### src/design/dcw_pkg.sv
// constants, field layout and carrier types of the device-options configuration loader
package dcw_pkg;

   // -------------------------------------------------------------
   // word map (byte addresses)
   // -------------------------------------------------------------
   localparam int unsigned NUM_WORDS          = 10;
   localparam logic [15:0] ADR_ALT_RSVD_A     = 16'h1740;
   localparam logic [15:0] ADR_ALT_DEV_OPT    = 16'h1744;
   localparam logic [15:0] ADR_ALT_DEBUG      = 16'h1748;
   localparam logic [15:0] ADR_ALT_POWER_UP   = 16'h174C;
   localparam logic [15:0] ADR_ALT_WATCHDOG   = 16'h1750;
   localparam logic [15:0] ADR_ALT_OSC_SEL    = 16'h1754;
   localparam logic [15:0] ADR_ALT_CODE_PROT  = 16'h1758;
   localparam logic [15:0] ADR_ALT_RSVD_B     = 16'h175C;
   localparam logic [15:0] ADR_ALT_RSVD_C     = 16'h1760;
   localparam logic [15:0] ADR_ALT_RSVD_D     = 16'h1764;
   localparam logic [15:0] ADR_RELOAD_CTRL    = 16'h1780;
   localparam logic [15:0] ADR_LOAD_STATUS    = 16'h1784;

   // -------------------------------------------------------------
   // field positions
   // -------------------------------------------------------------
   localparam int unsigned DEV_OPT_INDEX      = 1;
   localparam int unsigned USER_ID_LSB        = 16;
   localparam int unsigned BUS_PWR_SEL_BIT    = 15;
   localparam int unsigned ID_PIN_SEL_BIT     = 14;
   localparam int unsigned I2C_LOC_SEL_BIT    = 4;
   localparam int unsigned SECONDARY_OSCILLATOR_PWR_SEL_BIT   = 3;
   localparam int unsigned RELOAD_BIT         = 0;
   localparam int unsigned VALID_BIT          = 0;

   // -------------------------------------------------------------
   // reset values
   // -------------------------------------------------------------
   localparam logic [31:0] WORD_RESET         = 32'hFFFFFFFF;
   localparam logic [31:0] DATA_ZERO          = 32'h00000000;

   // -------------------------------------------------------------
   // types
   // -------------------------------------------------------------
   typedef logic [NUM_WORDS-1:0][31:0] dcw_words_t;

   typedef struct packed {
      logic [15:0] user_identifier;
      logic        bus_power_output_owner_sel;
      logic        id_pin_owner_sel;
      logic        i2c_location_sel;
      logic        secondary_osc_power_sel;
   } dcw_opts_t;

   // drive side of an open-drain line pair: level and enable per line
   typedef struct packed {
      logic data_out;
      logic data_oe;
      logic clk_out;
      logic clk_oe;
   } dcw_i2c_drv_t;

   // receive side of a line pair
   typedef struct packed {
      logic data_in;
      logic clk_in;
   } dcw_i2c_rx_t;

   // fields of the device-options word
   function automatic dcw_opts_t decode_opts(input logic [31:0] w);
      dcw_opts_t o;
      o.user_identifier            = w[USER_ID_LSB +: 16];
      o.bus_power_output_owner_sel = w[BUS_PWR_SEL_BIT];
      o.id_pin_owner_sel           = w[ID_PIN_SEL_BIT];
      o.i2c_location_sel           = w[I2C_LOC_SEL_BIT];
      o.secondary_osc_power_sel    = w[SECONDARY_OSCILLATOR_PWR_SEL_BIT];
      return o;
   endfunction

   // word slot of a byte address inside the alternate word map
   function automatic logic [3:0] word_index(input logic [15:0] adr);
      logic [15:0] off;
      off = adr - ADR_ALT_RSVD_A;
      return off[5:2];
   endfunction

   function automatic logic in_word_map(input logic [15:0] adr);
      return (adr >= ADR_ALT_RSVD_A) && (adr <= ADR_ALT_RSVD_D) && (adr[1:0] == 2'h0);
   endfunction

endpackage

### src/design/dcw_config_loader.sv
// device-options configuration loader with pin ownership and wishbone readback
//
// Design decision made here: register access over Wishbone.
`timescale 1ns/1ps

// Summary of operation
// - upper sixteen bits carry a free user identifier, readable, no other effect.
// - bit 15 set gives the bus-power switch pin to USB, else port.
// - bit 14 set gives the identification pin to USB, else port.
// - bit 4 set routes first I2C to default pins, clear to alternate.
// - bit 3 set runs secondary oscillator normal power, clear high power.
module dcw_config_loader
   import dcw_pkg::*;
(
   input  wire logic         CLK_IN,
   input  wire logic         RST_IN,
   input  wire logic         WB_CYC_IN,
   input  wire logic         WB_STB_IN,
   input  wire logic         WB_WE_IN,
   input  wire logic [15:0]  WB_ADR_IN,
   input  wire logic [3:0]   WB_SEL_IN,
   input  wire logic [31:0]  WB_DAT_IN,
   output logic      [31:0]  WB_DAT_OUT,
   output logic              WB_ACK_OUT,
   input  wire dcw_words_t   NV_WORDS_IN,
   input  wire logic         USB_BUS_POWER_IN,
   input  wire logic         PORT_BUS_POWER_IN,
   output logic              BUS_POWER_SWITCH_OUT,
   input  wire logic         USB_ID_PIN_IN,
   output logic              USB_ID_OUT,
   output logic              PORT_ID_OUT,
   input  wire dcw_i2c_drv_t I2C_DRV_IN,
   output dcw_i2c_rx_t       I2C_RX_OUT,
   input  wire dcw_i2c_rx_t  DEF_PINS_IN,
   output dcw_i2c_drv_t      DEF_PINS_OUT,
   input  wire dcw_i2c_rx_t  ALT_PINS_IN,
   output dcw_i2c_drv_t      ALT_PINS_OUT,
   output logic      [15:0]  USER_ID_OUT,
   output logic              SECONDARY_OSCILLATOR_HIGH_POWER_OUT,
   output logic              OPTS_VALID_OUT
);

   // -------------------------------------------------------------
   // configuration word shadow
   // -------------------------------------------------------------
   dcw_words_t   words_q;
   dcw_words_t   words_d;
   logic         valid_q;
   logic         valid_d;
   logic         reload_q;
   logic         reload_d;
   dcw_opts_t    opts;

   assign opts = decode_opts(words_q[DEV_OPT_INDEX]);

   always_comb begin
      words_d = words_q;
      valid_d = 1'b1;
      if (reload_q) begin
         words_d = NV_WORDS_IN;
      end
   end

   always_ff @(posedge CLK_IN) begin
      if (RST_IN) begin
         // sample words while reset is held
         words_q <= NV_WORDS_IN;
         valid_q <= 1'b0;
      end else begin
         words_q <= words_d;
         valid_q <= valid_d;
      end
   end

   // -------------------------------------------------------------
   // wishbone slave
   // -------------------------------------------------------------
   logic         ack_q;
   logic         ack_d;
   logic [31:0]  rdat_q;
   logic [31:0]  rdat_d;
   logic         req;

   assign req = WB_CYC_IN && WB_STB_IN && !ack_q;

   always_comb begin
      ack_d    = req;
      rdat_d   = rdat_q;
      reload_d = 1'b0;
      if (req) begin
         rdat_d = DATA_ZERO;
         if (!WB_WE_IN) begin
            // user identifier readable with the rest of the word
            if (in_word_map(WB_ADR_IN)) begin
               rdat_d = words_q[word_index(WB_ADR_IN)];
            end else if (WB_ADR_IN == ADR_LOAD_STATUS) begin
               rdat_d[VALID_BIT] = valid_q;
            end
         end else if (WB_ADR_IN == ADR_RELOAD_CTRL && WB_SEL_IN[0]) begin
            reload_d = WB_DAT_IN[RELOAD_BIT];
         end
      end
   end

   always_ff @(posedge CLK_IN) begin
      if (RST_IN) begin
         ack_q    <= 1'b0;
         rdat_q   <= DATA_ZERO;
         reload_q <= 1'b0;
      end else begin
         ack_q    <= ack_d;
         rdat_q   <= rdat_d;
         reload_q <= reload_d;
      end
   end

   assign WB_ACK_OUT = ack_q;
   assign WB_DAT_OUT = rdat_q;

   // -------------------------------------------------------------
   // pin input synchronisers
   // -------------------------------------------------------------
   logic         id_s1_q;
   logic         id_s2_q;
   dcw_i2c_rx_t  def_s1_q;
   dcw_i2c_rx_t  def_s2_q;
   dcw_i2c_rx_t  alt_s1_q;
   dcw_i2c_rx_t  alt_s2_q;

   always_ff @(posedge CLK_IN) begin
      if (RST_IN) begin
         id_s1_q  <= 1'b1;
         id_s2_q  <= 1'b1;
         def_s1_q <= '1;
         def_s2_q <= '1;
         alt_s1_q <= '1;
         alt_s2_q <= '1;
      end else begin
         id_s1_q  <= USB_ID_PIN_IN;
         id_s2_q  <= id_s1_q;
         def_s1_q <= DEF_PINS_IN;
         def_s2_q <= def_s1_q;
         alt_s1_q <= ALT_PINS_IN;
         alt_s2_q <= alt_s1_q;
      end
   end

   // -------------------------------------------------------------
   // pin ownership and routing
   // -------------------------------------------------------------
   localparam dcw_i2c_drv_t DRV_IDLE = '{data_out: 1'b0, data_oe: 1'b0,
                                          clk_out: 1'b0, clk_oe: 1'b0};
   logic          bus_pwr_q;
   logic          bus_pwr_d;
   logic          usb_id_q;
   logic          usb_id_d;
   logic          port_id_q;
   logic          port_id_d;
   dcw_i2c_drv_t  def_drv_q;
   dcw_i2c_drv_t  def_drv_d;
   dcw_i2c_drv_t  alt_drv_q;
   dcw_i2c_drv_t  alt_drv_d;
   dcw_i2c_rx_t   i2c_rx_q;
   dcw_i2c_rx_t   i2c_rx_d;
   logic          secondary_oscillator_hp_q;
   logic          secondary_oscillator_hp_d;

   always_comb begin
      bus_pwr_d = opts.bus_power_output_owner_sel ? USB_BUS_POWER_IN : PORT_BUS_POWER_IN;
      // identification pin owner; the other side sees an idle level
      usb_id_d  = opts.id_pin_owner_sel ? id_s2_q : 1'b1;
      port_id_d = opts.id_pin_owner_sel ? 1'b0 : id_s2_q;
      if (opts.i2c_location_sel) begin
         def_drv_d = I2C_DRV_IN;
         alt_drv_d = DRV_IDLE;
         i2c_rx_d  = def_s2_q;
      end else begin
         def_drv_d = DRV_IDLE;
         alt_drv_d = I2C_DRV_IN;
         i2c_rx_d  = alt_s2_q;
      end
      // clear bit asks for high power
      secondary_oscillator_hp_d = !opts.secondary_osc_power_sel;
   end

   always_ff @(posedge CLK_IN) begin
      if (RST_IN) begin
         bus_pwr_q <= 1'b0;
         usb_id_q  <= 1'b1;
         port_id_q <= 1'b0;
         def_drv_q <= DRV_IDLE;
         alt_drv_q <= DRV_IDLE;
         i2c_rx_q  <= '1;
         secondary_oscillator_hp_q <= 1'b0;
      end else begin
         bus_pwr_q <= bus_pwr_d;
         usb_id_q  <= usb_id_d;
         port_id_q <= port_id_d;
         def_drv_q <= def_drv_d;
         alt_drv_q <= alt_drv_d;
         i2c_rx_q  <= i2c_rx_d;
         secondary_oscillator_hp_q <= secondary_oscillator_hp_d;
      end
   end

   assign BUS_POWER_SWITCH_OUT = bus_pwr_q;
   assign USB_ID_OUT           = usb_id_q;
   assign PORT_ID_OUT          = port_id_q;
   assign DEF_PINS_OUT         = def_drv_q;
   assign ALT_PINS_OUT         = alt_drv_q;
   assign I2C_RX_OUT           = i2c_rx_q;
   assign SECONDARY_OSCILLATOR_HIGH_POWER_OUT  = secondary_oscillator_hp_q;
   // identifier exported as a plain value
   assign USER_ID_OUT          = opts.user_identifier;
   assign OPTS_VALID_OUT       = valid_q;
endmodule

### config.mk
export PLATFORM = sky130hd
export DESIGN_NAME = dcw_config_loader
export DESIGN_NICKNAME = d
export VERILOG_FILES = /design/src/design/dcw_pkg.sv /design/src/design/dcw_config_loader.sv
export SDC_FILE = /design/constraint.sdc
export NUM_CORES = 1
export LEC_CHECK = 0
export BUFFER_PORTS_ARGS = -buffer_cell sky130_fd_sc_hd__buf_2
export CORE_AREA = 10 10 229 231
export CTS_CLUSTER_DIAMETER = 50
export CTS_CLUSTER_SIZE = 20
export DETAILED_ROUTE_END_ITERATION = 8
export DIE_AREA = 0 0 239 241
export GPL_TIMING_DRIVEN = 0
export PLACE_DENSITY = 0.55
export SYNTH_ARGS = -nofsm -noshare
export SYNTH_HDL_FRONTEND = slang
export SYNTH_SLANG_ARGS = --single-unit
### constraint.sdc
create_clock -name CLK_IN -period 6.2 [get_ports CLK_IN]
set_input_delay 0.31 -clock CLK_IN [delete_from_list [all_inputs] [get_ports CLK_IN]]
set_output_delay 0.31 -clock CLK_IN [all_outputs]
set_load 0.1 [all_outputs]
==> Yosys cells after proc, flatten, opt, wreduce, memory -nomap -nowiden <==
Index checks and enable logic that the tools add are counted.
{ "word_totals": {"register_bits": 379, "in_bits": 388, "out_inout_bits": 64, "word_cells": 74} }
{ "classes": {"n_addsub": 1, "order_cmp": 3, "n_eq_ne": 2, "n_mux": 11, "bitwise_logic": 5, "n_reduce_logical": 14} }
{ "op_table": {"columns": ["operator", "count"], "rows": [
  ["$mux W320", 2],
  ["$bmux W32 S4", 1],
  ["$mux W32", 2],
  ["$eq A16 B13 Y1 const B", 2],
  ["$mux W31", 1],
  ["$ge A16 B13 Y1 const B", 1],
  ["$le A16 B13 Y1 const B", 1],
  ["$reduce_or A2 Y1", 4],
  ["$sub A6 B1 Y6 const B", 1],
  ["$logic_and A1 B1 Y1", 5],
  ["$lt A4 B5 Y1 const B", 1],
  ["$not A1 Y1", 5],
  ["$mux W1", 4],
  ["$reduce_or A4 Y1", 1],
  ["$logic_not A1 Y1", 2],
  ["$logic_not A2 Y1", 1],
  ["$mux W2", 1],
  ["$reduce_bool A2 Y1", 1]
]} }

==> Depth between registers and ports, before layout <==
Gate-level depths: netlist of the first run.
{ "logic_depth": {"depth_word": 5, "ltp_mapped": 6, "depth_no_buf": 4} }

==> Worst setup path before layout of the first run <==
Ideal clock, no wire load.
{ "synth_timing": {"path_type": "input-to-reg", "start": "input port RST_IN", "end": "register words_q (netlist bit USER_ID_OUT[0]), enable pin", "arrival_time_ps": 4673, "slack_ps": 977, "cell_stages": 3, "path_buffers": 2, "path_cell_list": "clkbuf_1 -> clkbuf_1 -> or2_2"} }
{ "synth_between": {"elab_chain_cells": 1} }
{ "synth_rtl": {"columns": ["item", "line", "source"], "rows": [
  ["start: declaration", "dcw_config_loader.sv:16", "input wire logic RST_IN,"],
  ["$reduce_bool A2 Y1 (no source line)", null, null],
  ["end signal: assignment", "dcw_config_loader.sv:70", "words_q <= words_d;"],
  ["end: declaration", "dcw_config_loader.sv:46", "dcw_words_t words_q;"]
]} }
Every way passes these cells.
A chain may end at the register's enable or synchronous reset.

==> Final worst setup path of the first run <==
{ "layout_timing": {"start": "input port RST_IN", "end": "register words_q[109] (netlist bit), enable pin"} }
Same word-level chain as after synthesis.

==> results by group, run 1 <==
Outcome
  • Status: complete, no violations

Synth
  • Synth cell count leaders: edfxtp_1, mux4_2, dfxtp_1
  • Mapped Cells: 712
  • Avg Cell Area, Syn: 19.9 um2
  • Netlist cell types: 35
  • Yosys top cell by area: edfxtp_1
  • Sequential share of the synthesized area: 76.1%
  • Post-synth top flop: edfxtp_1
  • Synthesis Warnings: 0
  • Yosys top cell area share: 67.8%
  • Number of flops mapped to enable cells by yosys: 320
  • Register bit total from synthesis: 379
  • Largest cells by area after synthesis: edfxtp_1, mux4_2, dfxtp_1, mux2i_1, o21ai_2
  • Top-count cell post-synth: edfxtp_1
  • Synthesized area: 14,200 um2
  • Syn nets: 1,100
  • Asr flop ratio synth: 0%

Power and ir drop
  • Power Total: 6320 uW
  • Static Leakage: between 0.008 and 0.009 uW
  • Worst vdd ir: between 0.2 and 0.25 mV
  • Power Dens Cells: 288 nW/um2

STA
  • Final WS setup: roughly 3800 ps
  • Final-report hold violation count: 0
  • Worst-margin pin slew: roughly 1000 ps
  • Clock skew: 20.2 ps
  • Pins Over Slew Limit: 0
  • Hold slack: 58.4 ps
  • Crit path time final: between 2000 and 2500 ps
  • Final setup violation count: 0
  • Final worst path period share: 39.2%
  • Max-slew headroom: 31.0%
  • RSZ-0062 raised after global routing: no
  • Peak Freq: 411 MHz

Setup path
  • Critical path class: input pin to flop
  • Worst Setup End Kind: flop
  • CP cell instances: clkbuf_1 > clkbuf_1 > or2_4 > buf_16 > buf_16
  • Crit start category: input pin
  • Critical-path top delay cell: or2_4
  • Critical path peak fanout: 67
  • CP arrival: 2660 ps
  • CP max stage delay: approximately 700 ps
  • Bufs and invs on worst path: 4
  • Cell family with most CP delay: buffers and inverters
  • Worst EP required: 6430 ps

Layout
  • Fin area: ~22,000 um2
  • Fin nets: 1,899
  • Share of cells above drive strength 1: about two fifths
  • Final non-filler cell total: around 2,200
  • Filler cells: roughly 4,000
  • Area grow syn2layout: 54.9%

Die
  • Total die area: 57,600 um2
  • Top Ports: 452
  • Initial core utilization: 29.8%
  • Rows: 80
  • Die H: 241 um
  • Die Span X: 239 um
  • Core Footprint: 47,500 um2

Place
  • IO buf count: about 420
  • DP Area: 17,200 um2
  • Dpl hpwl: 32.1 mm
  • Pre-CTS setup slack: 3080 ps
  • Cells after DPL: 1,747
  • Gpl congestion: 0.755

Drt
  • DRC violations left: 0
  • DRT iter0 DRCs: 554
  • DR vias/cell: 4.46
  • Via count: a little under 10,000
  • Final antenna-violating net count: 0
  • Drt wl/cell: 22.3 um
  • WL final: 48.2 mm
  • DRT Pass-1 Iters: 5

CTS
  • Clk buf depth: 3
  • H-tree Lvls: 2
  • Hold_buf cts: 333
  • Clock insertion delay at the later pin of the skew report: 570 ps
  • Clk sink count: 379
  • Clk slew on worst S/H paths: 70 ps
  • Post-CTS Resized: 0
  • Clock root buffer: clkbuf_16
  • TritonCTS clock tree: yes
  • Inserted Clock Buffers: 44
  • Post-CTS Setup Bufs: 0

Global routing
  • First-pass GRT wire length: 70.1 mm
  • Initial antenna violation count: 6
  • GRT Total Usage: between 10% and 20%
  • Remaining global-route overflow: 0
  • Vias in the first global route: around 11,000
  • Largest net degree at the start of global routing: 72

Min path
  • Hold Crit Class: input pin to flop

Flow run
  • Max-Cap Viols: 0
cell families after synthesis:
group | Yosys count | synth area share, %
DFF | 379 | 76.1
buffers and inverters | 55 | 2.46
and+or+nand+nor | 80 | 3.32
muxes | 99 | 12.6
AOI/OAI and AO/OA | 99 | 5.49
flip-flops by register name, summed over array words and instances (netlist names):
| signal | count |
|---|---|
| words_q | 300 |
| WB_DAT_OUT | 32 |
| USER_ID_OUT | 16 |
| ALT_PINS_OUT | 4 |
| DEF_PINS_OUT | 4 |
| opts | 4 |
| I2C_RX_OUT | 2 |
| alt_s1_q | 2 |
| alt_s2_q | 2 |
| def_s1_q | 2 |
| def_s2_q | 2 |
| BUS_POWER_SWITCH_OUT | 1 |
| OPTS_VALID_OUT | 1 |
| PORT_ID_OUT | 1 |
| SECONDARY_OSCILLATOR_HIGH_POWER_OUT | 1 |
| USB_ID_OUT | 1 |
| WB_ACK_OUT | 1 |
| id_s1_q | 1 |
| id_s2_q | 1 |
| reload_q | 1 |
layout make-up:
class / count / area [um2] / area share (%)
clock inverters: 30 / 319 / 1.45
inverters: 2 / 7.51 / 0.0342
flip-flops and latches: 379 / 10800 / 49.1
plain buffers: 53 / 342 / 1.55
well taps: 615 / 769 / 3.50
diodes: 4 / 10.0 / 0.0456
multi-input cells: 278 / 3040 / 13.9
repair buffers: 753 / 5550 / 25.3
clock buffers: 49 / 1140 / 5.19
per-stage QoR:
step / TNS (ps) / utilization (%)
global route: 0 / 46.2
global placement: -372280 / 35.8
finish: 0 / 46.2
floorplan: 0 / -
CTS: 0 / 46.2
detailed placement: 0 / 36.1
routing by layer:
metal / vias to the layer above / track usage, % / part of all wire [%]
li1: 4451 / - / -
met1: 4729 / 19.0 / 39
met2: 366 / 28.9 / 51
met3: 86 / 4.40 / 7.0
met4: 8 / 6.31 / 2.9
met5: - / 0 / 0.11
cells in the final DEF (no fill, tap or decap), drive strengths merged, types with 2 or more instances in the layout:
cell type / instances
a22oi: 31
and2: 8
buf: 457
bufinv: 2
clkbuf: 65
clkinv: 16
clkinvlp: 2
dfxtp: 59
diode: 4
dlygate4sd3: 333
edfxtp: 320
inv: 12
mux2i: 35
mux4: 64
nand2: 38
nand3: 3
nand4b: 2
nor2: 6
nor2b: 2
nor3b: 2
nor4b: 2
o21a: 33
o21ai: 33
or2: 11
report_power, final:
group | total [uW] | switching, uW | internal, uW
registers | 3010 | 51.4 | 2960
clock network | 2580 | 1120 | 1460
logic | 726 | 352 | 374
path summary, 6_finish.rpt:
kind               start      endpoint  slack [ps]  depth (start not counted)
min            WB_CYC_IN    WB_ACK_OUT          60                          3
min reg2reg  def_s1_q[1]   def_s2_q[1]         410                          1
max reg2reg     reload_q  words_q[109]        4210                          3
max               RST_IN  words_q[109]        3770                          5
worst min-delay path: cells and delay by family:
kind | cells | cell delay [ps]
AND/OR/NAND/NOR | 1 | 110
buffers and inverters | 2 | 160
(Power assumes the default switching activity.)
==> run 2, diff against run 1 <==
--- a/config.mk
+++ b/config.mk
@@ -12,7 +12,7 @@
 export DETAILED_ROUTE_END_ITERATION = 8
 export DIE_AREA = 0 0 239 241
 export GPL_TIMING_DRIVEN = 0
-export PLACE_DENSITY = 0.55
+export PLACE_DENSITY = 0.57
 export SYNTH_ARGS = -nofsm -noshare
 export SYNTH_HDL_FRONTEND = slang
 export SYNTH_SLANG_ARGS = --single-unit
==> constraint.sdc (replaced) <==
create_clock -name CLK_IN -period 2 [get_ports CLK_IN]
set_input_delay 0.1 -clock CLK_IN [delete_from_list [all_inputs] [get_ports CLK_IN]]
set_output_delay 0.1 -clock CLK_IN [all_outputs]
set_load 0.1 [all_outputs]
==> run 2 against run 1 <==
- setup slack lost 3600 ps
- die area unchanged
- design area grew 0.33%
- power rose to 3.1 times the previous value
- clock skew is 7.2 ps higher
- largest cell class unchanged
==> results by group, run 2 (synthesis results as in run 1) <==
Outcome
  • Status: complete, no violations

Layout
  • Top reg by flops: words_q
  • Share of cells above drive strength 1: 41.5%
  • Commonest non-fill, non-tap cell in the layout: buf_2
  • Commonest non-fill, non-tap cells in the layout: buf_2, dlygate4sd3_1, edfxtp_1
  • Fin nets: 1,910
  • Area grow syn2layout: 55.4%
  • Filler cells: ~4,000
  • Max FFs per register: 300

Die
  • Initial core utilization: 29.8%
  • Die Span X: around 240 um
  • Core Footprint: 47,500 um2
  • Die H: 241 um
  • Rows: 80
  • Top Ports: 452
  • Total die area: 57,600 um2

Setup path
  • Crit start category: input pin
  • Worst Setup End Kind: flop
  • CP arrival: 2060 ps
  • CP max stage delay: 580 ps
  • CP most frequent cell: buf_16
  • Critical path peak fanout: 70
  • Critical path class: input pin to flop
  • Critical-path top delay cell: dlygate4sd3_1
  • CP cell instances: dlygate4sd3_1 > clkbuf_16 > clkbuf_8 > or2_4 > buf_16 > buf_16
  • Worst EP required: 2210 ps

STA
  • Final setup violation count: 0
  • Final worst path period share: between 90% and 100%
  • Pins Over Slew Limit: 0
  • Peak Freq: 540 MHz
  • Final-report hold violation count: 0
  • Hold slack: 56.3 ps
  • RSZ-0062 raised after global routing: no
  • Clock skew: ~27 ps
  • Crit path time final: 1850 ps
  • Max-slew headroom: 32.4%
  • Worst-margin pin slew: ~1000 ps

Drt
  • DRT iter0 DRCs: 619
  • Via count: 9,759
  • DR vias/cell: 4.50
  • Drt wl/cell: 22.3 um
  • Final antenna-violating net count: 0
  • WL final: 48.4 mm
  • DRC violations left: 0
  • DRT Pass-1 Iters: 5

Global routing
  • Largest net degree at the start of global routing: 71
  • Initial antenna violation count: 2
  • Vias in the first global route: around 11,000
  • Remaining global-route overflow: 0
  • First-pass GRT wire length: 71.3 mm
  • GRT Total Usage: 16.7%

Flow run
  • Max-Cap Viols: 0

Power and ir drop
  • Static Leakage: 0.00867 uW
  • Power Dens Cells: 881 nW/um2
  • Worst vdd ir: between 0.6 and 0.7 mV
  • Power Total: 19,400 uW

Place
  • IO buf count: 415
  • Dpl hpwl: 31.4 mm
  • Gpl congestion: 0.757

CTS
  • H-tree Lvls: 2
  • TritonCTS clock tree: yes
  • Clk slew on worst S/H paths: 70 ps
  • Clk sink count: between 300 and 400
  • Clock root buffer: clkbuf_16
  • Clk buf depth: 3
  • Post-CTS Resized: 0
  • Clock insertion delay at the later pin of the skew report: 560 ps
  • Inserted Clock Buffers: 41

Min path
  • Hold Crit Class: input pin to flop
==> run 2: cell count changes in the layout (fill, tap and decap cells not counted), sizes merged <==
cell,change
clkinvlp,+4
or2,+2
clkbuf,-3
dlygate4sd3,+11
diode,-3
buf,+1
clkinv,-10
inv,+5
==> run 2: timing repair <==
action	4_1_cts	5_1_grt
pin swaps	0	1
setup buffers	0	2
endpoints found under the hold margin	346	0
gates cloned	2	0
hold buffers	344	0
setup endpoints to repair	128	122
==> run 2: path summary, 6_finish.rpt <==
check,from,slack (ps),cells after the start,endpoint
worst max register to register,reload_q,230,3,words_q[115]
worst max-delay path,RST_IN,150,6,words_q[115]
worst min register to register,id_s1_q,410,1,id_s2_q
worst min-delay path,WB_ADR_IN[7],60,4,WB_DAT_OUT[31]
==> run 2: final cells by class <==
type | count | area, um2 | share of cell area (%)
clock buffer | 46 | 1060 | 4.83
timing repair buffer | 765 | 5650 | 25.6
buffer | 53 | 373 | 1.69
tap | 615 | 769 | 3.49
antenna | 1 | 2.50 | 0.0114
sequential | 379 | 10800 | 49.0
multi-input combinational | 280 | 3060 | 13.9
inverter | 2 | 7.51 | 0.0341
clock inverter | 29 | 334 | 1.52
==> run 2: power by group <==
group / leakage (uW) / total [uW] / internal (uW) / switching, uW
clock: 0.000665 / 7830 / 4300 / 3530
sequential: 0.00361 / 9330 / 9170 / 160
combinational: 0.00440 / 2270 / 1180 / 1090
==> run 2: worst max-delay path, delay by kind of cell <==
family,cells,cell delay [ps]
buffers and inverters,5,1610
AND/OR/NAND/NOR,1,240
==> run 2: through the flow <==
| step | util [%] | setup TNS [ps] | setup WS [ps] | instances | area [um2] |
|---|---|---|---|---|---|
| 6_report | 46.4 | 0 | 149 | 2170 | 22000 |
| 5_1_grt | 46.4 | 0 | 105 | 2170 | 22000 |
| 4_1_cts | 46.3 | 0 | 6.93 | 2167 | 22000 |
| 3_5_place_dp | 36.1 | -64920 | -419 | 1746 | 17200 |
| 3_3_place_gp | 35.9 | -688570 | -2160 | 1742 | 17100 |
| 2_1_floorplan | - | -358550 | -1120 | 712 | 14200 |
==> run 2: layer usage <==
layer	vias up	track usage (%)	routed length [um]
li1	4473	-	-
met1	4793	19.2	18600
met2	399	29.2	24800
met3	94	4.37	3490
met4	0	6.46	1580
met5	-	0	0
==> run 3, diff against run 2 <==
--- a/config.mk
+++ b/config.mk
@@ -12,7 +12,7 @@
 export DETAILED_ROUTE_END_ITERATION = 8
 export DIE_AREA = 0 0 239 241
 export GPL_TIMING_DRIVEN = 0
-export PLACE_DENSITY = 0.57
+export PLACE_DENSITY = 0.55
 export SYNTH_ARGS = -nofsm -noshare
 export SYNTH_HDL_FRONTEND = slang
 export SYNTH_SLANG_ARGS = --single-unit
==> constraint.sdc (replaced) <==
create_clock -name CLK_IN -period 2.3 [get_ports CLK_IN]
set_input_delay 0.115 -clock CLK_IN [delete_from_list [all_inputs] [get_ports CLK_IN]]
set_output_delay 0.115 -clock CLK_IN [all_outputs]
set_load 0.1 [all_outputs]
==> run 3 against run 2 <==
- critical path type is now flop to flop
- global-route usage fell by 0.25 points
- clock skew fell by 13 ps
- register-to-register slack got worse by 140 ps
- power fell by 10%
==> results by group, run 3 (synthesis results as in run 1) <==
Outcome
  • Status: complete, no violations

Power and ir drop
  • Static Leakage: 0.00879 uW
  • Worst vdd ir: 0.594 mV
  • Power Dens Cells: slightly below 800 nW/um2

Die
  • Total die area: around 58,000 um2
  • Rows: 80
  • Core Footprint: between 40,000 and 50,000 um2
  • Die H: 241 um
  • Top Ports: ~450
  • Die Span X: 239 um
  • Initial core utilization: 29.8%

Drt
  • Drt wl/cell: between 20 and 25 um
  • DR vias/cell: 4.47
  • DRT Pass-1 Iters: 4
  • DRT iter0 DRCs: 496
  • Via count: 9,734
  • WL final: 48.0 mm
  • Final antenna-violating net count: 0
  • DRC violations left: 0

Layout
  • Commonest non-fill, non-tap cells in the layout: buf_2, dlygate4sd3_1, edfxtp_1
  • Share of cells above drive strength 1: 41.4%
  • Area grow syn2layout: 57.0%
  • Commonest non-fill, non-tap cell in the layout: buf_2
  • Filler cells: 3,996
  • Antenna cells: 0
  • Top reg by flops: words_q
  • Fin nets: 1,918
  • Max FFs per register: 300
  • Final non-filler cell total: 2,178
  • Util after Layout: 46.8%

Setup path
  • Critical path class: flop to flop
  • CP arrival: 2430 ps
  • CP most frequent cell: buf_16
  • Worst EP required: 2510 ps
  • CP cell instances: or2_4 > buf_16 > buf_12 > buf_16
  • Worst setup path start: reload_q
  • CP max stage delay: between 400 and 500 ps
  • Bufs and invs on worst path: 3
  • Worst Setup End Kind: flop
  • Critical-path top delay cell: dfxtp_1
  • Crit start category: flop
  • Cell family with most CP delay: buffers and inverters
  • Launch point of the worst reg-to-reg path: reload_q
  • Critical path peak fanout: 72

Place
  • Pre-CTS setup slack: -219 ps
  • Cells after DPL: 1,747
  • Gpl congestion: 0.767
  • Dpl hpwl: 32.0 mm
  • IO buf count: 415

STA
  • Peak Freq: between 400 and 500 MHz
  • Worst-margin pin slew: about 1100 ps
  • Pins Over Slew Limit: 0
  • Final-report hold violation count: 0
  • Crit path time final: 2210 ps
  • Clock skew: 14.4 ps
  • Max-slew headroom: 28.6%
  • Final WS setup: 88.1 ps
  • Final setup violation count: 0
  • Final worst path period share: 96.2%

Global routing
  • Vias in the first global route: 11,029
  • First-pass GRT wire length: 69.9 mm
  • Initial antenna violation count: 4
  • Remaining global-route overflow: 0
  • GRT Total Usage: 16.4%
  • Largest net degree at the start of global routing: 73

CTS
  • H-tree Lvls: 2
  • Clk sink count: 379
  • Clock root buffer: clkbuf_16
  • Post-CTS Resized: 0
  • Clk buf depth: 3
  • Clk slew on worst S/H paths: roughly 70 ps
  • Clock insertion delay at the later pin of the skew report: 560 ps
  • Post-CTS Setup Bufs: 0
  • TritonCTS clock tree: yes
  • Inserted Clock Buffers: 43

Min path
  • Hold_sp: WB_ADR_IN[1]
  • Hold Crit Class: input pin to flop

Flow run
  • Max-Cap Viols: 0
[run 3: worst paths after layout]
check,cells after the start,to,slack [ps]
max,4,words_q[304],90
min,4,WB_DAT_OUT[31],60
max reg2reg,4,words_q[304],90
min reg2reg,1,def_s2_q[1],410
[run 3: metal layers]
metal / vias up / track usage, % / share of wire [%]
li1: 4496 / - / -
met1: 4790 / 18.5 / 38
met2: 365 / 29.3 / 52
met3: 75 / 4.86 / 7.4
met4: 8 / 5.48 / 2.4
met5: - / 0 / 0.11
[run 3: worst register-to-register path, cell delays in order (launching register included)]
cell and delay, ps:
dfxtp_1 460, or2_4 340, buf_16 330, buf_12 310
buf_16 360
[run 3: final cells by class]
type / count / area, um2 / area share (%)
Inverter: 2 / 7.51 / 0.0337
Multi-Input combinational cell: 280 / 3060 / 13.7
Timing Repair Buffer: 771 / 5710 / 25.7
Tap cell: 615 / 769 / 3.46
Clock inverter: 30 / 439 / 1.97
Clock buffer: 48 / 1110 / 5.01
Buffer: 53 / 373 / 1.67
Sequential cell: 379 / 10800 / 48.5
[run 3: where the power goes]
group          internal [uW]  switching, uW  total, uW  leakage (uW)
registers               7970            135       8110       0.00361
clock network           4260           3130       7390      0.000750
logic                   1030            949       1980       0.00442
total                  13300           4210      17500       0.00879
[run 3: metrics by stage]
step	hold slack, ps	total power (uW)	cell area, um2	TNS, ps
floorplan	214	9120	14200	-267350
global placement	292	9730	17100	-592740
detailed placement	293	9760	17200	-15360
CTS	39.3	17700	22300	0
global route	74.7	18100	22300	-16.6
finish	55.8	17500	22300	0
[run 3: repair_timing]
item | 4_1_cts | 5_1_grt
endpoints found under the setup margin | 48 | 72
hold endpoints to repair | 345 | 0
cloned | 1 | 1
hold buffers | 351 | 0
